### src/inc/gpio_port_map.svh
`ifndef GPIO_PORT_MAP_SVH
`define GPIO_PORT_MAP_SVH

// register byte offsets, one 32-bit word each
`define OFF_PIN_LEVEL     6'h00
`define OFF_OUTPUT_LATCH  6'h04
`define OFF_DIRECTION     6'h08
`define OFF_ANALOG_SELECT 6'h0c
`define OFF_WEAK_PULLUP   6'h10
`define OFF_SOURCE_CC     6'h14
`define OFF_SINK_CC       6'h18
`define OFF_IN_THRESHOLD  6'h1c
`define OFF_SLEW_LIMIT    6'h20
`define OFF_OPEN_DRAIN    6'h24
`define OFF_CC_CONFIG     6'h28
`define OFF_PIN_ROUTE     6'h2c

// current_drive_config_reg fields
`define CC_GLOBAL_BIT     7
`define CC_LEVEL_LSB      0
`define CC_LEVEL_MSB      1

// reset values; the per-bit ones are replicated across the port width, the cc level is a 2-bit field
`define RST_LATCH_BIT     1'b0
`define RST_DIR_BIT       1'b1
`define RST_ANSEL_BIT     1'b1
`define RST_OTHER_BIT     1'b0
`define RST_CC_LEVEL      2'h0

`define DATA_LANE         0

`endif

### src/inc/gpio_port_pkg.sv
package gpio_port_pkg;

  // everything that decides one pad's output path
  typedef struct packed {
    logic latch;
    logic direction;
    logic open_drain;
    logic periph_route;
    logic periph_val;
    logic analog_out;
  } pin_drive_t;

  // what one pad is given
  typedef struct packed {
    logic value;
    logic oe_n;
  } pin_pad_t;

  typedef enum logic [1:0] {
    BUS_IDLE = 2'b01,
    BUS_ACK  = 2'b10
  } bus_state_t;

endpackage

### src/hw/pin_sync.sv
`timescale 1ns/1ps

module pin_sync #(
  parameter int WIDTH = 8
) (
  input  wire logic             sys_clk,
  input  wire logic             rst,
  input  wire logic [WIDTH-1:0] async_in,
  output logic      [WIDTH-1:0] sync_out
);

  logic [WIDTH-1:0] meta_q;

  // first stage feeds only the second stage
  always_ff @(posedge sys_clk) begin
    if (rst) begin
      meta_q   <= '0;
      sync_out <= '0;
    end else begin
      meta_q   <= async_in;
      sync_out <= meta_q;
    end
  end

endmodule // pin_sync

### src/hw/pin_slice.sv
`timescale 1ns/1ps

module pin_slice
  import gpio_port_pkg::*;
(
  input  wire logic       sys_clk,
  input  wire logic       rst,
  input  wire pin_drive_t drive,
  output pin_pad_t        pad
);

  logic     value_d;
  pin_pad_t pad_d;

  always_comb begin
    // latch drives unless a routed peripheral owns the pin
    value_d = drive.periph_route ? drive.periph_val : drive.latch;
    pad_d.value = value_d;
    pad_d.oe_n  = 1'b1;
    if (drive.analog_out) begin
      pad_d.oe_n = 1'b1;
    end else if (!drive.direction) begin
      // analog input mode does not enter here: output still allowed
      pad_d.oe_n = drive.open_drain & value_d;
    end
  end

  always_ff @(posedge sys_clk) begin
    if (rst) begin
      pad.value <= 1'b0;
      pad.oe_n  <= 1'b1;
    end else begin
      pad <= pad_d;
    end
  end

endmodule // pin_slice

### src/hw/gpio_port_pin_control.sv
// Function
// - a write to output latch or pin level register updates the latch
// - latch register reads stored latch; pin level register reads sampled pins
// - analog select disables the digital input buffer of that pin
// - a routed peripheral replaces the latch while it requests the pin; pin stays readable
// - after reset every pin output comes from its latch
// - enabled analog output forces the digital driver to high impedance
// - analog select never blocks digital output
// - analog input functions active only when analog select is set
// - one config register: global current-drive enable and level select
// - per-pin source and sink current-control enables
// - current control applies whichever source drives the pin
// - each port has the full set of eleven pin registers
// - direction 1 disables the driver; 0 drives the output value
// - digital reads of analog-selected pins return zero
// - open-drain select makes the pin sink-only, else push-pull
`timescale 1ns/1ps
`include "gpio_port_map.svh"

module gpio_port_pin_control
  import gpio_port_pkg::*;
#(
  parameter int WIDTH = 8
) (
  input  wire logic             sys_clk,
  input  wire logic             rst,
  // avalon-mm slave
  input  wire logic [5:0]       address,
  input  wire logic             read,
  input  wire logic             write,
  input  wire logic [31:0]      writedata,
  input  wire logic [3:0]       byteenable,
  output logic      [31:0]      readdata,
  output logic                  waitrequest,
  // pads
  input  wire logic [WIDTH-1:0] pad_in,
  output logic      [WIDTH-1:0] pad_out,
  output logic      [WIDTH-1:0] pad_oe_n,
  output logic      [WIDTH-1:0] pullup_en,
  output logic      [WIDTH-1:0] slew_limit_en,
  output logic      [WIDTH-1:0] threshold_sel,
  output logic      [WIDTH-1:0] source_cc_en,
  output logic      [WIDTH-1:0] sink_cc_en,
  output logic                  cc_global_en,
  output logic      [1:0]       cc_level,
  // on-chip peripherals
  input  wire logic [WIDTH-1:0] periph_req,
  input  wire logic [WIDTH-1:0] periph_out,
  input  wire logic [WIDTH-1:0] analog_out_en,
  output logic      [WIDTH-1:0] periph_in,
  output logic      [WIDTH-1:0] analog_in_en
);

  ////////////////////////////////////////////////////////////////////////
  // register state

  logic [WIDTH-1:0] output_latch_q;
  logic [WIDTH-1:0] direction_q;
  logic [WIDTH-1:0] analog_select_q;
  logic [WIDTH-1:0] weak_pullup_q;
  logic [WIDTH-1:0] source_cc_q;
  logic [WIDTH-1:0] sink_cc_q;
  logic [WIDTH-1:0] threshold_q;
  logic [WIDTH-1:0] slew_limit_q;
  logic [WIDTH-1:0] open_drain_q;
  logic [WIDTH-1:0] pin_route_q;
  logic             cc_global_q;
  logic [1:0]       cc_level_q;

  logic [WIDTH-1:0] pin_sync;
  logic [WIDTH-1:0] pin_level;
  logic [WIDTH-1:0] wr_byte;
  logic [31:0]      readdata_d;
  logic             hit;
  logic             wr_acc;
  bus_state_t       bus_q;

  assign wr_byte   = writedata[WIDTH-1:0];
  assign pin_level = pin_sync & ~analog_select_q;

  ////////////////////////////////////////////////////////////////////////
  // pin sampling

  pin_sync #(
    .WIDTH (WIDTH)
  ) u_pin_sync (
    .sys_clk  (sys_clk),
    .rst      (rst),
    .async_in (pad_in),
    .sync_out (pin_sync)
  );

  ////////////////////////////////////////////////////////////////////////
  // avalon handshake: one wait cycle, then a single acknowledged cycle

  always_ff @(posedge sys_clk) begin
    if (rst) begin
      bus_q <= BUS_IDLE;
    end else begin
      unique case (bus_q)
        BUS_IDLE: begin
          if (read || write) begin
            bus_q <= BUS_ACK;
          end
        end
        BUS_ACK: begin
          bus_q <= BUS_IDLE;
        end
        default: begin
          bus_q <= BUS_IDLE;
        end
      endcase
    end
  end

  // waitrequest is the idle bit of the state flop, so it leaves a flop directly
  assign waitrequest = bus_q[0];
  // writes land only at the ack edge: a held request writes again every second cycle
  assign wr_acc      = write && (bus_q == BUS_ACK) && byteenable[`DATA_LANE];

  always_comb begin
    hit        = 1'b1;
    readdata_d = '0;
    unique case (address)
      `OFF_PIN_LEVEL:     readdata_d[WIDTH-1:0] = pin_level;
      `OFF_OUTPUT_LATCH:  readdata_d[WIDTH-1:0] = output_latch_q;
      `OFF_DIRECTION:     readdata_d[WIDTH-1:0] = direction_q;
      `OFF_ANALOG_SELECT: readdata_d[WIDTH-1:0] = analog_select_q;
      `OFF_WEAK_PULLUP:   readdata_d[WIDTH-1:0] = weak_pullup_q;
      `OFF_SOURCE_CC:     readdata_d[WIDTH-1:0] = source_cc_q;
      `OFF_SINK_CC:       readdata_d[WIDTH-1:0] = sink_cc_q;
      `OFF_IN_THRESHOLD:  readdata_d[WIDTH-1:0] = threshold_q;
      `OFF_SLEW_LIMIT:    readdata_d[WIDTH-1:0] = slew_limit_q;
      `OFF_OPEN_DRAIN:    readdata_d[WIDTH-1:0] = open_drain_q;
      `OFF_PIN_ROUTE:     readdata_d[WIDTH-1:0] = pin_route_q;
      `OFF_CC_CONFIG: begin
        readdata_d[`CC_GLOBAL_BIT]                = cc_global_q;
        readdata_d[`CC_LEVEL_MSB:`CC_LEVEL_LSB]   = cc_level_q;
      end
      default: hit = 1'b0;
    endcase
  end

  // read data captured in the wait cycle, standing at the ack edge
  always_ff @(posedge sys_clk) begin
    if (rst) begin
      readdata <= '0;
    end else if (read && bus_q == BUS_IDLE) begin
      readdata <= hit ? readdata_d : '0;
    end
  end

  ////////////////////////////////////////////////////////////////////////
  // register writes; unmapped writes are dropped

  always_ff @(posedge sys_clk) begin
    if (rst) begin
      output_latch_q <= {WIDTH{`RST_LATCH_BIT}};
    end else if (wr_acc && (address == `OFF_OUTPUT_LATCH
                           || address == `OFF_PIN_LEVEL)) begin
      // no read-modify-write of the pins: the written byte is the latch
      output_latch_q <= wr_byte;
    end
  end

  always_ff @(posedge sys_clk) begin
    if (rst) begin
      direction_q     <= {WIDTH{`RST_DIR_BIT}};
      analog_select_q <= {WIDTH{`RST_ANSEL_BIT}};
    end else if (wr_acc) begin
      if (address == `OFF_DIRECTION) begin
        direction_q <= wr_byte;
      end
      if (address == `OFF_ANALOG_SELECT) begin
        analog_select_q <= wr_byte;
      end
    end
  end

  always_ff @(posedge sys_clk) begin
    if (rst) begin
      weak_pullup_q <= {WIDTH{`RST_OTHER_BIT}};
      threshold_q   <= {WIDTH{`RST_OTHER_BIT}};
      slew_limit_q  <= {WIDTH{`RST_OTHER_BIT}};
      open_drain_q  <= {WIDTH{`RST_OTHER_BIT}};
      pin_route_q   <= {WIDTH{`RST_OTHER_BIT}};
    end else if (wr_acc) begin
      unique case (address)
        `OFF_WEAK_PULLUP:  weak_pullup_q <= wr_byte;
        `OFF_IN_THRESHOLD: threshold_q   <= wr_byte;
        `OFF_SLEW_LIMIT:   slew_limit_q  <= wr_byte;
        `OFF_OPEN_DRAIN:   open_drain_q  <= wr_byte;
        `OFF_PIN_ROUTE:    pin_route_q   <= wr_byte;
        default: ;
      endcase
    end
  end

  // current-controlled drive configuration
  always_ff @(posedge sys_clk) begin
    if (rst) begin
      source_cc_q <= {WIDTH{`RST_OTHER_BIT}};
      sink_cc_q   <= {WIDTH{`RST_OTHER_BIT}};
      cc_global_q <= `RST_OTHER_BIT;
      cc_level_q  <= `RST_CC_LEVEL;
    end else if (wr_acc) begin
      if (address == `OFF_SOURCE_CC) begin
        source_cc_q <= wr_byte;
      end
      if (address == `OFF_SINK_CC) begin
        sink_cc_q <= wr_byte;
      end
      if (address == `OFF_CC_CONFIG) begin
        cc_global_q <= writedata[`CC_GLOBAL_BIT];
        cc_level_q  <= writedata[`CC_LEVEL_MSB:`CC_LEVEL_LSB];
      end
    end
  end

  ////////////////////////////////////////////////////////////////////////
  // pad output paths, one slice per pin

  for (genvar i = 0; i < WIDTH; i++) begin : g_pin
    pin_drive_t drv;
    pin_pad_t   pad;
    assign drv.latch        = output_latch_q[i];
    assign drv.direction    = direction_q[i];
    assign drv.open_drain   = open_drain_q[i];
    // route bit alone is not enough: an idle peripheral hands the pin back to the latch
    assign drv.periph_route = pin_route_q[i] & periph_req[i];
    assign drv.periph_val   = periph_out[i];
    assign drv.analog_out   = analog_out_en[i];
    pin_slice u_slice (
      .sys_clk (sys_clk),
      .rst     (rst),
      .drive   (drv),
      .pad     (pad)
    );
    assign pad_out[i]  = pad.value;
    assign pad_oe_n[i] = pad.oe_n;
  end

  ////////////////////////////////////////////////////////////////////////
  // pad controls and on-chip inputs

  always_ff @(posedge sys_clk) begin
    if (rst) begin
      pullup_en     <= '0;
      slew_limit_en <= '0;
      threshold_sel <= '0;
      source_cc_en  <= '0;
      sink_cc_en    <= '0;
      cc_global_en  <= 1'b0;
      cc_level      <= `RST_CC_LEVEL;
    end else begin
      pullup_en     <= weak_pullup_q;
      slew_limit_en <= slew_limit_q;
      threshold_sel <= threshold_q;
      // gated by the global enable, so the undefined per-pin-only case is off
      source_cc_en  <= source_cc_q & {WIDTH{cc_global_q}};
      sink_cc_en    <= sink_cc_q & {WIDTH{cc_global_q}};
      cc_global_en  <= cc_global_q;
      cc_level      <= cc_level_q;
    end
  end

  always_ff @(posedge sys_clk) begin
    if (rst) begin
      periph_in    <= '0;
      analog_in_en <= '0;
    end else begin
      periph_in    <= pin_sync & ~analog_select_q;
      analog_in_en <= analog_select_q;
    end
  end
endmodule // gpio_port_pin_control

### config.mk
export PLATFORM = sky130hd
export DESIGN_NAME = gpio_port_pin_control
export DESIGN_NICKNAME = d
export VERILOG_FILES = /design/src/inc/gpio_port_pkg.sv /design/src/hw/pin_sync.sv /design/src/hw/pin_slice.sv /design/src/hw/gpio_port_pin_control.sv
export VERILOG_INCLUDE_DIRS = /design/src /design/src/inc
export SDC_FILE = /design/constraint.sdc
export NUM_CORES = 1
export LEC_CHECK = 0
export ABC_AREA = 0
export BUFFER_PORTS_ARGS = -buffer_cell sky130_fd_sc_hd__buf_2
export CORE_MARGIN = 2
export CORE_UTILIZATION = 59
export CTS_BUF_LIST = sky130_fd_sc_hd__clkbuf_8
export CTS_CLUSTER_DIAMETER = 150
export DETAILED_ROUTE_END_ITERATION = 8
export GPL_TIMING_DRIVEN = 0
export PLACE_DENSITY = 0.95
export SYNTH_ARGS = -nofsm -noshare
export SYNTH_HDL_FRONTEND = slang
export SYNTH_SLANG_ARGS = --single-unit
### constraint.sdc
create_clock -name sys_clk -period 3.4 [get_ports sys_clk]
set_input_delay 0.51 -clock sys_clk [delete_from_list [all_inputs] [get_ports sys_clk]]
set_output_delay 0.51 -clock sys_clk [all_outputs]
set_load 0.01 [all_outputs]
# After elaboration in Yosys (flattened, before gate mapping)
# Index checks and enable logic that the tools add are counted.
# op_classes
n_eq_ne	13
n_mux	13
bitwise	21
n_reduce_logical	27
# op_table
operator	n
$pmux 5 s11	1
$and 8x8->8	3
$eq 6x5->1 const B	4
$eq 6x6->1 const B	4
$pmux 2 s12	1
$reduce_or 3->1	8
$reduce_and 2->1	10
$and 1x1->1	16
$eq 6x4->1 const B	2
$pmux 1 s12	1
$reduce_or 12->1	1
$mux 1	9
$mux 8	1
$not 8->8	1
$eq 6x3->1 const B	1
$logic_not 6->1	1
$logic_and 1x1->1	4
$eq 2x1->1 const B	1
$eq 2x2->1 const B	1
$logic_or 1x1->1	2
$reduce_or 2->1	1
$not 1->1	1
# word_totals
reg_bits	208
input_bits	78
out_inout_bits	108
elab_cells	115

# Longest topological paths before layout
# Gate-level depths: netlist of run 1.
# depth
depth_word	4
depth_mapped	7

# Modules after synthesis
# A second synthesis of run 1 with hierarchy kept.
# hier_totals
hier_cells	627
hier_area_um2	7138.1
# by_module_without_submodules
module	n_inst	cells_per_inst	area_per_inst_um2	seq_area_each_um2
gpio_port_pin_control	1	554	6093.3	3042.9
pin_slice	8	5	72.6	40.0
pin_sync	1	33	464.2	320.3

# Worst setup path before layout of run 1
# No wires, ideal clock.
# synth_timing
kind	input -> register
start	input port address[0]
end	register weak_pullup_q[0]
arrival_ps	2108
t_required_ps	3272
path_slack_ps	1164
path_stages	6
cell_sequence	buf_4 -> or4b_1 -> buf_6 -> nor4_4 -> mux2i_1 -> nor2_1
# synth_via
elab_chain_len	2
# synth_lines
element	line	source
start, declared	gpio_port_pin_control.sv:28	input wire logic [5:0] address,
$eq 6x5->1	gpio_port_pin_control.sv:188	unique case (address)
$reduce_and 2->1 (no line)	--	
end signal, assigned	gpio_port_pin_control.sv:182	weak_pullup_q <= {WIDTH{`RST_OTHER_BIT}};
end signal, assigned	gpio_port_pin_control.sv:189	`OFF_WEAK_PULLUP: weak_pullup_q <= wr_byte;
end, declared	gpio_port_pin_control.sv:60	logic [WIDTH-1:0] weak_pullup_q;
# No other way between the ends.
# A chain may end at the register's enable or synchronous reset.

# Worst setup path in the final report of run 1
# layout_timing
start	register bus_q[0]
end	register direction_q[2]
# layout_via
elab_chain_len	4
# layout_lines
element	line	source
start, declared	gpio_port_pin_control.sv:76	bus_state_t bus_q;
start signal, assigned	gpio_port_pin_control.sv:98	bus_q <= BUS_IDLE;
start signal, assigned	gpio_port_pin_control.sv:103	bus_q <= BUS_ACK;
start signal, assigned	gpio_port_pin_control.sv:107	bus_q <= BUS_IDLE;
$eq 2x2->1	gpio_port_pin_control.sv:119	assign wr_acc = write && (bus_q == BUS_ACK) && byteenable[`DATA_LANE];
$logic_and 1x1->1 (2 in series)	gpio_port_pin_control.sv:119	
$reduce_and 2->1 (no line)	--	
end signal, assigned	gpio_port_pin_control.sv:168	direction_q <= {WIDTH{`RST_DIR_BIT}};
end signal, assigned	gpio_port_pin_control.sv:172	direction_q <= wr_byte;
end, declared	gpio_port_pin_control.sv:58	logic [WIDTH-1:0] direction_q;
# No other way between the ends.

==> results of run 1 <==
[metrics by stage]
stage / power [W] / worst slack, ns
2_1_floorplan: 0.00237 / 1.16
3_3_place_gp: 0.00245 / 0.686
3_5_place_dp: 0.00246 / 0.705
4_1_cts: 0.00400 / 1.17
5_1_grt: 0.00411 / 1.00
6_report: 0.00400 / 1.05
[cell families after synthesis]
logic type	after synthesis	share of synthesized area
flip-flops	184	0.518
AO/OA/AOI/OAI	54	0.0531
other	1	0.000527
AND/OR/NAND/NOR	276	0.211
multiplexers	99	0.156
buffers and inverters	84	0.0616
[final cells by class]
cell class | count | area (µm²)
flip-flops and latches | 184 | 3680
plain buffers | 71 | 389
fillers | 872 | 3460
repair buffers | 124 | 621
clock buffers | 19 | 262
well taps | 147 | 184
clock inverters | 13 | 178
inverters | 13 | 48.8
multi-input cells | 453 | 3080
[placed cells by master, fill, tap and decap left out, types with 2 or more instances in the layout]
cell type,instances
a31oi_1,2
a32oi_1,2
a311oi_1,4
clkbuf_1,32
clkinv_2,2
buf_1,6
and2_1,19
o21ai_0,14
or3_1,3
clkinvlp_4,3
and4b_1,2
nand3_1,19
a221oi_1,3
buf_2,129
a32o_1,5
buf_4,25
nor3_4,6
mux2i_1,85
clkbuf_8,19
and3_1,5
nor4_4,2
mux2_2,5
nor2b_1,54
mux4_2,9
a21oi_1,9
nor3b_1,3
nor4b_1,2
dfxtp_1,184
a22o_1,4
nor2_1,82
inv_1,15
buf_6,3
nand2_1,48
nand2b_1,2
a22oi_1,6
bufinv_16,4
nor3_1,17
conb_1,24
o211ai_1,2
[per-layer routing]
metal  share of wire  vias to the layer above  track usage
li1                -                     2661            -
met1            0.39                     2698        0.362
met2            0.48                      323        0.495
met3           0.088                       57       0.0680
met4           0.037                        0        0.159
met5               0                        -            0
[power groups by stage]
stage	sequential (W)	combinational, W	clock (W)
global placement	0.00223	0.000228	0
finish	0.00218	0.000237	0.00159
CTS	0.00218	0.000231	0.00159
global route	0.00218	0.000252	0.00168
floorplan	0.00223	0.000143	0
detailed placement	0.00223	0.000229	0
[worst max-delay path by stage]
| stage | from | to | cells after the start |
|---|---|---|---|
| 2_1_floorplan | address[0] | weak_pullup_q[0] | 6 |
| 3_3_place_gp | address[5] | readdata[5] | 6 |
| 3_5_place_dp | address[5] | readdata[6] | 6 |
| 4_1_cts | bus_q[0] | direction_q[2] | 5 |
| 5_1_grt | bus_q[0] | direction_q[6] | 5 |
| 6_report | bus_q[0] | direction_q[2] | 5 |
[tightest hold or removal path, cell delays in order]
cell     delay, ns
buf_2         0.08
nor3_1        0.03
o21ai_0       0.05
==> run summary, run 1 <==
status: complete, no violations
Core Util, Final: 0.709
count of non-filler cells in the finished layout: 1024
Hold Crit Depth: 3
share of cells above drive strength 1: 0.245
Post-DP Area: 8000 µm²
Crit-path slowest cell: nor3_1
count leader, synth: dfxtp_1
Seq pwr share: 0.544
Comb pwr share: 0.059
slew margin rel.: 0.222
cells after synthesis: 698
Hold Path End: g_pin[4].u_slice.pad[0]
via count of the first global-routing pass: 5654
Fin Hold WS: 0.234 ns
total number of vias: 5739
Period Utilization, post-route: 0.692
most instantiated cells after synthesis: dfxtp_1 (184), mux2i_1 (85), nor2_1 (82)
Yosys top cell by area: dfxtp_1
diodes inserted: 0
Required @ worst endpoint: 3.80 ns
Initial DRT Pass Iterations: 5
Post-Syn Area: 7110 µm²
kind of cell adding the most delay to the critical path: simple AND/OR/NAND/NOR gates
routability cong.: 0.981
Pwr Density: 473 nW/µm²
clk sink count: 184
HP Class: primary input to flip-flop
reg-to-reg critical path endpoint: direction_q[2]
Fin Setup TNS: 0 ns
Crit path largest cell delay: 0.92 ns
Synth Flop Type: dfxtp_1
clock skew: 0.0115 ns
Slew Viols, Final: 0
min cycle time layout: 2.35 ns
core area: 11900 µm²
clk_lat worst skew: 0.47 ns
buffers and inverters on the worst path: 1
Setup crit end kind: flip-flop
IR drop worst, VDD: 0.286 mV
DRC Markers: 0
clk root buf: clkbuf_8
reg-to-reg startpoint: bus_q[0]
CP cell instances: nand4b_1 > buf_2 > nor3_1 > nand2_1 > nand3_1
initial drt markers: 392
initial antenna violation count: 0
yosys warns: 0
die width: 114 µm
I/O pins: 186
row cnt: 40
endpoints failing hold: 0
Area Overhead vs Synth: 18.8%
Worst-path clk slew: 0.09 ns
Synth top area share: 0.518
Largest register FFs: 16
Final Instance Area: 8450 µm²
Post-synth EDFFs: 0
Synth Register Bits: 184
first-pass GRT wire length: 29000 µm
register bank with the most flops: g_pin.u_slice.pad
max-cap violation count: 0
CTS max path bufs: 2
sequential share of the synthesized area: 0.518
RSZ-0062 raised after global routing: false
die footprint: 12900 µm²
CP Launch Type: flip-flop
Hold Buf Count CTS: 0
Port Buf Inserts: 124
Inst Count DP: 992
Hold Crit Start: analog_out_en[4]
Sw Ratio: 0.229
Clock power frac: 0.397
highest clock rate: 425 MHz
Total GRT Usage: 0.298
fin nets: 942
Post-CTS Setup Repair Bufs: 0
CTS Buf Count: 17
largest net degree at the start of global routing: 17
cell-internal power: 0.00308 W
antenna-violating nets left: 0
Synth area leaders: dfxtp_1 (52%), mux2i_1 (12%), nor2b_1 (4.8%)
CTS tree: built
H-tree depth: 4
Leak: 3.56 nW
drt total wl: 19100 µm
Yosys cell types: 49
Die Y: 114 µm
CP Class: flip-flop to flip-flop
Psw: 0.000914 W
Async SR Flop Fraction: 0
syn_area_per_cell: 10.2 µm²
Reg2Reg Depth: 5
WL/cell: 18.6 µm
post-DP HPWL: 13700 µm
maximum fanout along the worst path: 10
Resize count post-CTS: 0
total gr overflow: 0
Starting Density: 0.597
slack of the worst reg-to-reg path: 1.05 ns
Slew @ Worst Pin: 1.16 ns
CP arrival: 2.76 ns
# setup viols final: 0
vias per cell: 5.60
Note: power is estimated with default switching activity, not from simulation.
==> run 2: changes to the inputs <==
CORE_UTILIZATION = 49   (was 59)
PLACE_DENSITY = 0.86   (was 0.95)
clock period = 1.9 ns   (was 3.4 ns; I/O delays follow)
==> run 2 against run 1 <==
  * Design area is 2.8% higher
  * Clock power is 79% higher
  * Utilization is 11 points lower
  * Combinational power is 87% higher
  * Sequential power is 78% higher
  * Sequential cell count stayed put
  * First-iteration DRC count is 42% higher
  * Die area is 20% higher
  * Global-route usage is 3.7 points lower
  * Clock-buffer cell count is 1 lower
  * Critical endpoint is now readdata[4]
  * Largest power group unchanged
==> run summary, run 2 (synthesis results as in run 1) <==
status: complete, no violations (unchanged)
slew margin rel.: 0.352 (was 0.222)
DRC Markers: 0 (unchanged)
commonest non-fill, non-tap cell in the layout: dfxtp_1 (unchanged)
Worst-path clk slew: 0.09 ns (about the same)
clk_lat worst skew: 0.48 ns (was 0.47 ns)
area of the multi-input gates: 3110 µm² (was 3080 µm²)
maximum fanout along the worst path: 10 (unchanged)
Leak: 3.68 nW (was 3.56 nW)
Required @ worst endpoint: 2.29 ns (was 3.80 ns)
Area Overhead vs Synth: 22.1% (was 18.8%)
slack of the worst reg-to-reg path: 0.11 ns (was 1.05 ns)
min cycle time layout: 1.83 ns
die width: 124 µm (was 114 µm)
I/O pins: 186 (unchanged)
initial drt markers: 557 (was 392)
highest clock rate: 547 MHz
Period Utilization, post-route: 0.962
HP Class: primary input to flip-flop (unchanged)
Largest register FFs: 16 (unchanged)
row cnt: 44 (was 40)
fin nets: 956 (was 942)
clock skew: 0.0119 ns (was 0.0115 ns)
share of cells above drive strength 1: 0.260 (was 0.245)
CTS tree: built (unchanged)
Placement Setup Slack: -0.529 ns (was 0.705 ns)
clk sink count: 184 (unchanged)
register bank with the most flops: g_pin.u_slice.pad (unchanged)
# setup viols final: 0 (unchanged)
via count of the first global-routing pass: 5711 (was 5654)
CP arrival: 2.22 ns (was 2.76 ns)
IR drop worst, VDD: 0.448 mV (was 0.286 mV)
Inst Count DP: 1029 (was 992)
Pwr Density: 826 nW/µm² (was 473 nW/µm²)
CP Launch Type: primary input (was flip-flop)
CTS max path bufs: 2 (unchanged)
WL/cell: 18.6 µm (about the same)
count of non-filler cells in the finished layout: 1075 (was 1024)
total gr overflow: 0 (unchanged)
Initial DRT Pass Iterations: 6 (was 5)
antenna-violating nets left: 0 (unchanged)
diodes inserted: 0 (unchanged)
post-DP HPWL: 14200 µm (was 13700 µm)
Total GRT Usage: 0.260 (was 0.298)
CTS Buf Count: 17 (unchanged)
clk root buf: clkbuf_8 (unchanged)
Layout fillers: 1202 (was 872)
die footprint: 15500 µm² (was 12900 µm²)
Port Buf Inserts: 124 (unchanged)
vias per cell: 5.37 (was 5.60)
Starting Density: 0.495 (was 0.597)
most frequent cells in the layout: dfxtp_1 (184), buf_2 (127), mux2i_1 (85) (was dfxtp_1 (184), buf_2 (129), mux2i_1 (85))
initial antenna violation count: 0 (unchanged)
Setup crit end kind: flip-flop (unchanged)
H-tree depth: 4 (unchanged)
Fin Hold WS: 0.0154 ns (was 0.234 ns)
drt total wl: 20000 µm (was 19100 µm)
CP Class: primary input to flip-flop (was flip-flop to flip-flop)
Slew @ Worst Pin: 0.964 ns (was 1.16 ns)
Core Util, Final: 0.604 (was 0.709)
endpoints failing hold: 0 (unchanged)
fin worst setup slack: 0.0726 ns (was 1.05 ns)
total number of vias: 5768 (was 5739)
first-pass GRT wire length: 30900 µm (was 29000 µm)
Die Y: 124 µm (was 114 µm)
storage element area: 3680 µm² (unchanged)
routability cong.: 0.932 (was 0.981)
largest net degree at the start of global routing: 17 (unchanged)
core area: 14400 µm² (was 11900 µm²)
max-cap violation count: 0 (unchanged)
Slew Viols, Final: 0 (unchanged)
==> run 2: cell types whose count changed in the layout (fill, tap and decap cells not counted), sizes merged <==
cell | previous run | this run
buf | 163 | 175
clkbuf | 51 | 50
clkinv | 3 | 4
clkinvlp | 3 | 2
dlygate4sd3 | 0 | 2
inv | 16 | 17
==> run 2: what timing repair did <==
action,CTS,global route
pin swaps,6,2
endpoints found under the hold margin,2,0
hold buffers,2,0
endpoints found under the setup margin,83,29
setup buffers,12,0
resized for setup,4,9
==> run 2: final timing paths <==
check	from	to	cells after the start
setup / recovery	address[2]	readdata[4]	6
hold reg to reg	u_pin_sync.meta_q[1]	u_pin_sync.sync_out[1]	1
setup reg to reg	bus_q[0]	slew_limit_q[7]	5
hold / removal	pad_in[7]	u_pin_sync.meta_q[7]	2
==> run 2: power breakdown <==
| part | total [W] | switching (W) | internal (W) |
|---|---|---|---|
| registers | 0.00389 | 0.0000112 | 0.00388 |
| logic | 0.000444 | 0.000293 | 0.000151 |
| clock network | 0.00284 | 0.00138 | 0.00146 |
==> run 2: metrics by stage <==
stage	area, µm²	total power [W]	TNS (ns)
2_1_floorplan	7210	0.00424	-0.265
5_1_grt	8680	0.00740	-0.0175
3_3_place_gp	8060	0.00440	-28.97
3_5_place_dp	8060	0.00440	-28.79
4_1_cts	8660	0.00719	0
6_report	8680	0.00717	0
==> run 2: metal layers <==
metal | GRT usage | routed length, µm | share of wire | up-vias
li1 | - | - | - | 2685
met1 | 0.332 | 8110 | 0.41 | 2728
met2 | 0.410 | 9490 | 0.47 | 294
met3 | 0.0614 | 1610 | 0.081 | 61
met4 | 0.140 | 794 | 0.040 | 0
met5 | 0 | 0 | 0 | -
==> run 2: layout make-up <==
cell class              instances  area share
inverters                      13     0.00562
clock buffers                  18      0.0285
multi-input cells             453       0.359
flip-flops and latches        184       0.424
repair buffers                138      0.0885
clock inverters                14      0.0210
plain buffers                  71      0.0467
well taps                     184      0.0265
==> run 2: critical path, cell delays in order <==
cell	delay (ns)
clkbuf_1	0.39
buf_2	0.46
nor2b_1	0.49
a32o_1	0.24
a21oi_1	0.05
a311oi_1	0.29
==> run 3: changes to the inputs <==
CORE_UTILIZATION = 47   (was 49)
CTS_BUF_LIST = sky130_fd_sc_hd__clkbuf_16   (was sky130_fd_sc_hd__clkbuf_8)
PLACE_DENSITY = 0.83   (was 0.86)
==> run 3 against run 2 <==
  * Critical path depth up 1
  * Sequential share of layout area down 0.83 points
  * Design area up 2.0%
  * Clock-buffer cell count down 1
  * Sequential cell count unchanged
  * Highest routed layer unchanged
  * Largest cell class unchanged
  * Critical endpoint is now analog_select_q[3]
  * Clock power up 29%
==> run summary, run 3 (synthesis results as in run 1) <==
buffers and inverters on the worst path: 3 (was 2)
Period Utilization, post-route: 0.958 (was 0.962)
CTS max path bufs: 2 (unchanged)
Pwr Density: 903 nW/µm² (was 826 nW/µm²)
Psw: 0.00178 W (was 0.00168 W)
fin worst setup slack: 0.0795 ns (was 0.0726 ns)
Leak: 3.74 nW (was 3.68 nW)
clk sink count: 184 (unchanged)
Worst-path clk slew: 0.07 ns (was 0.09 ns)
endpoints failing hold: 0 (unchanged)
Port Buf Inserts: 124 (unchanged)
Fin Setup TNS: 0 ns (unchanged)
Starting Density: 0.486 (was 0.495)
die width: 127 µm (was 124 µm)
Die Y: 127 µm (was 124 µm)
Seq pwr share: 0.487 (was 0.543)
highest clock rate: 549 MHz (was 547 MHz)
Slew Viols, Final: 0 (unchanged)
total number of vias: 5777 (was 5768)
Required @ worst endpoint: 2.17 ns (was 2.29 ns)
initial drt markers: 550 (was 557)
HP Class: primary input to flip-flop (unchanged)
fin nets: 955 (was 956)
Clock power frac: 0.458 (was 0.395)
Total GRT Usage: 0.248 (was 0.260)
Reg2Reg Depth: 7 (was 5)
routability cong.: 0.925 (was 0.932)
register bank with the most flops: g_pin.u_slice.pad (unchanged)
row cnt: 44 (unchanged)
post-DP HPWL: 14100 µm (was 14200 µm)
Setup crit end kind: flip-flop (unchanged)
Hold Buf Count CTS: 0 (was 2)
Worst Setup EP: analog_select_q[3] (was readdata[4])
CP cell instances: buf_2 > clkbuf_1 > nand2_1 > or3_1 > clkbuf_1 > nand2_1 > nand3_1 (was clkbuf_1 > buf_2 > nor2b_1 > a32o_1 > a21oi_1 > a311oi_1)
max-cap violation count: 0 (unchanged)
largest net degree at the start of global routing: 17 (unchanged)
H-tree depth: 4 (unchanged)
clk_lat worst skew: 0.44 ns (was 0.48 ns)
CP Launch Type: primary input (unchanged)
first-pass GRT wire length: 30300 µm (was 30900 µm)
Comb pwr share: 0.054 (was 0.062)
die footprint: 16100 µm² (was 15500 µm²)
core area: 14600 µm² (was 14400 µm²)
clk root buf: clkbuf_16 (was clkbuf_8)
Total Power: 0.00800 W (was 0.00717 W)
min cycle time layout: 1.82 ns (was 1.83 ns)
Worst path depth: 7 (was 6)
Slew @ Worst Pin: 0.899 ns (was 0.964 ns)
I/O pins: 186 (unchanged)
DRC Markers: 0 (unchanged)
antenna-violating nets left: 0 (unchanged)
CP arrival: 2.09 ns (was 2.22 ns)
cell-internal power: 0.00622 W (was 0.00549 W)
commonest non-fill, non-tap cell in the layout: dfxtp_1 (unchanged)
share of cells above drive strength 1: 0.263 (was 0.260)
Crit path largest cell delay: 0.48 ns (was 0.49 ns)
Initial DRT Pass Iterations: 5 (was 6)
Sw Ratio: 0.223 (was 0.235)
diodes inserted: 0 (unchanged)
total gr overflow: 0 (unchanged)
drt total wl: 19900 µm (was 20000 µm)
Area Overhead vs Synth: 24.5% (was 22.1%)
IR drop worst, VDD: 0.624 mV (was 0.448 mV)
Hold Crit Start: analog_out_en[2] (was pad_in[7])
CP Class: primary input to flip-flop (unchanged)
most frequent cells in the layout: dfxtp_1 (184), buf_2 (127), mux2i_1 (85) (unchanged)
clock skew: 0.00800 ns (was 0.0119 ns)
Worst Setup SP: address[3] (was address[2])
vias per cell: 5.38 (was 5.37)
# setup viols final: 0 (unchanged)
maximum fanout along the worst path: 10 (unchanged)
slew margin rel.: 0.395 (was 0.352)
via count of the first global-routing pass: 5637 (was 5711)
Placement Setup Slack: -0.561 ns (was -0.529 ns)
Layout fillers: 1215 (was 1202)
initial antenna violation count: 0 (unchanged)
CTS Buf Count: 17 (unchanged)
Crit-path slowest cell: clkbuf_1 (was nor2b_1)
Core Util, Final: 0.605 (was 0.604)
Hold Crit Depth: 3 (was 2)
reg-to-reg startpoint: bus_q[0] (unchanged)
slack of the worst reg-to-reg path: 0.09 ns (was 0.11 ns)
Largest register FFs: 16 (unchanged)
status: complete, no violations (unchanged)
reg-to-reg critical path endpoint: analog_select_q[3] (was slew_limit_q[7])
RSZ-0062 raised after global routing: true
CTS tree: built (unchanged)
WL/cell: 18.5 µm (was 18.6 µm)
kind of cell adding the most delay to the critical path: simple AND/OR/NAND/NOR gates (was buffers and inverters)
-- run 3: cell count changes in the layout (fill, tap and decap cells not counted), sizes merged --
cell,change
clkinv,+2
dlygate4sd3,-2
inv,-2
-- run 3: repair_timing --
action,in CTS,in global routing
buffers inserted,10,3
resized for setup,5,10
gates cloned,0,0
pin swaps,4,2
endpoints found under the setup margin,85,31
-- run 3: worst min-delay path by stage --
| stage | endpoint | slack, ns |
|---|---|---|
| 5_1_grt | g_pin[5].u_slice.pad[0] | 0.04 |
| 3_3_place_gp | u_pin_sync.sync_out[2] | 0.42 |
| 2_1_floorplan | g_pin[0].u_slice.pad[0] | 0.39 |
| 4_1_cts | g_pin[2].u_slice.pad[0] | 0.03 |
| 6_report | g_pin[2].u_slice.pad[0] | 0.04 |
| 3_5_place_dp | u_pin_sync.sync_out[3] | 0.42 |
-- run 3: stage by stage --
stage | instance area, µm² | hold slack, ns | cells
2_1_floorplan | 7210 | 0.387 | 721
3_3_place_gp | 8060 | 0.416 | 1029
3_5_place_dp | 8060 | 0.422 | 1029
4_1_cts | 8800 | 0.0277 | 1070
5_1_grt | 8850 | 0.0408 | 1073
6_report | 8850 | 0.0412 | 1073
-- run 3: worst reg2reg max path, cell delays in order, from the launching register on --
cell      delay, ns
dfxtp_1        0.34
nand4b_1       0.17
buf_4          0.18
buf_4          0.21
or3_1          0.32
clkbuf_1       0.20
nand2_1        0.12
nand3_1        0.11
-- run 3: per-layer routing --
| layer | up-vias | part of all wire | wire [µm] | global-route usage |
|---|---|---|---|---|
| li1 | 2692 | - | - | - |
| met1 | 2730 | 0.42 | 8250 | 0.318 |
| met2 | 306 | 0.46 | 9110 | 0.399 |
| met3 | 49 | 0.092 | 1820 | 0.0641 |
| met4 | 0 | 0.034 | 681 | 0.108 |
| met5 | - | 0 | 0 | 0 |
-- run 3: final cells by class --
| type | count | area (µm²) | area share |
|---|---|---|---|
| buffer | 71 | 408 | 0.0461 |
| tap | 184 | 230 | 0.0260 |
| inverter | 13 | 48.8 | 0.00551 |
| multi-input combinational | 453 | 3110 | 0.351 |
| sequential | 184 | 3680 | 0.416 |
| timing repair buffer | 137 | 768 | 0.0868 |
| clock buffer | 17 | 425 | 0.0480 |
| clock inverter | 14 | 183 | 0.0206 |
-- run 3: power groups by stage --
stage	Clock (W)	Combinational (W)	Sequential (W)
6_report	0.00366	0.000434	0.00390
2_1_floorplan	0	0.000257	0.00399
4_1_cts	0.00368	0.000423	0.00390
5_1_grt	0.00385	0.000461	0.00390
3_3_place_gp	0	0.000414	0.00398
3_5_place_dp	0	0.000417	0.00398
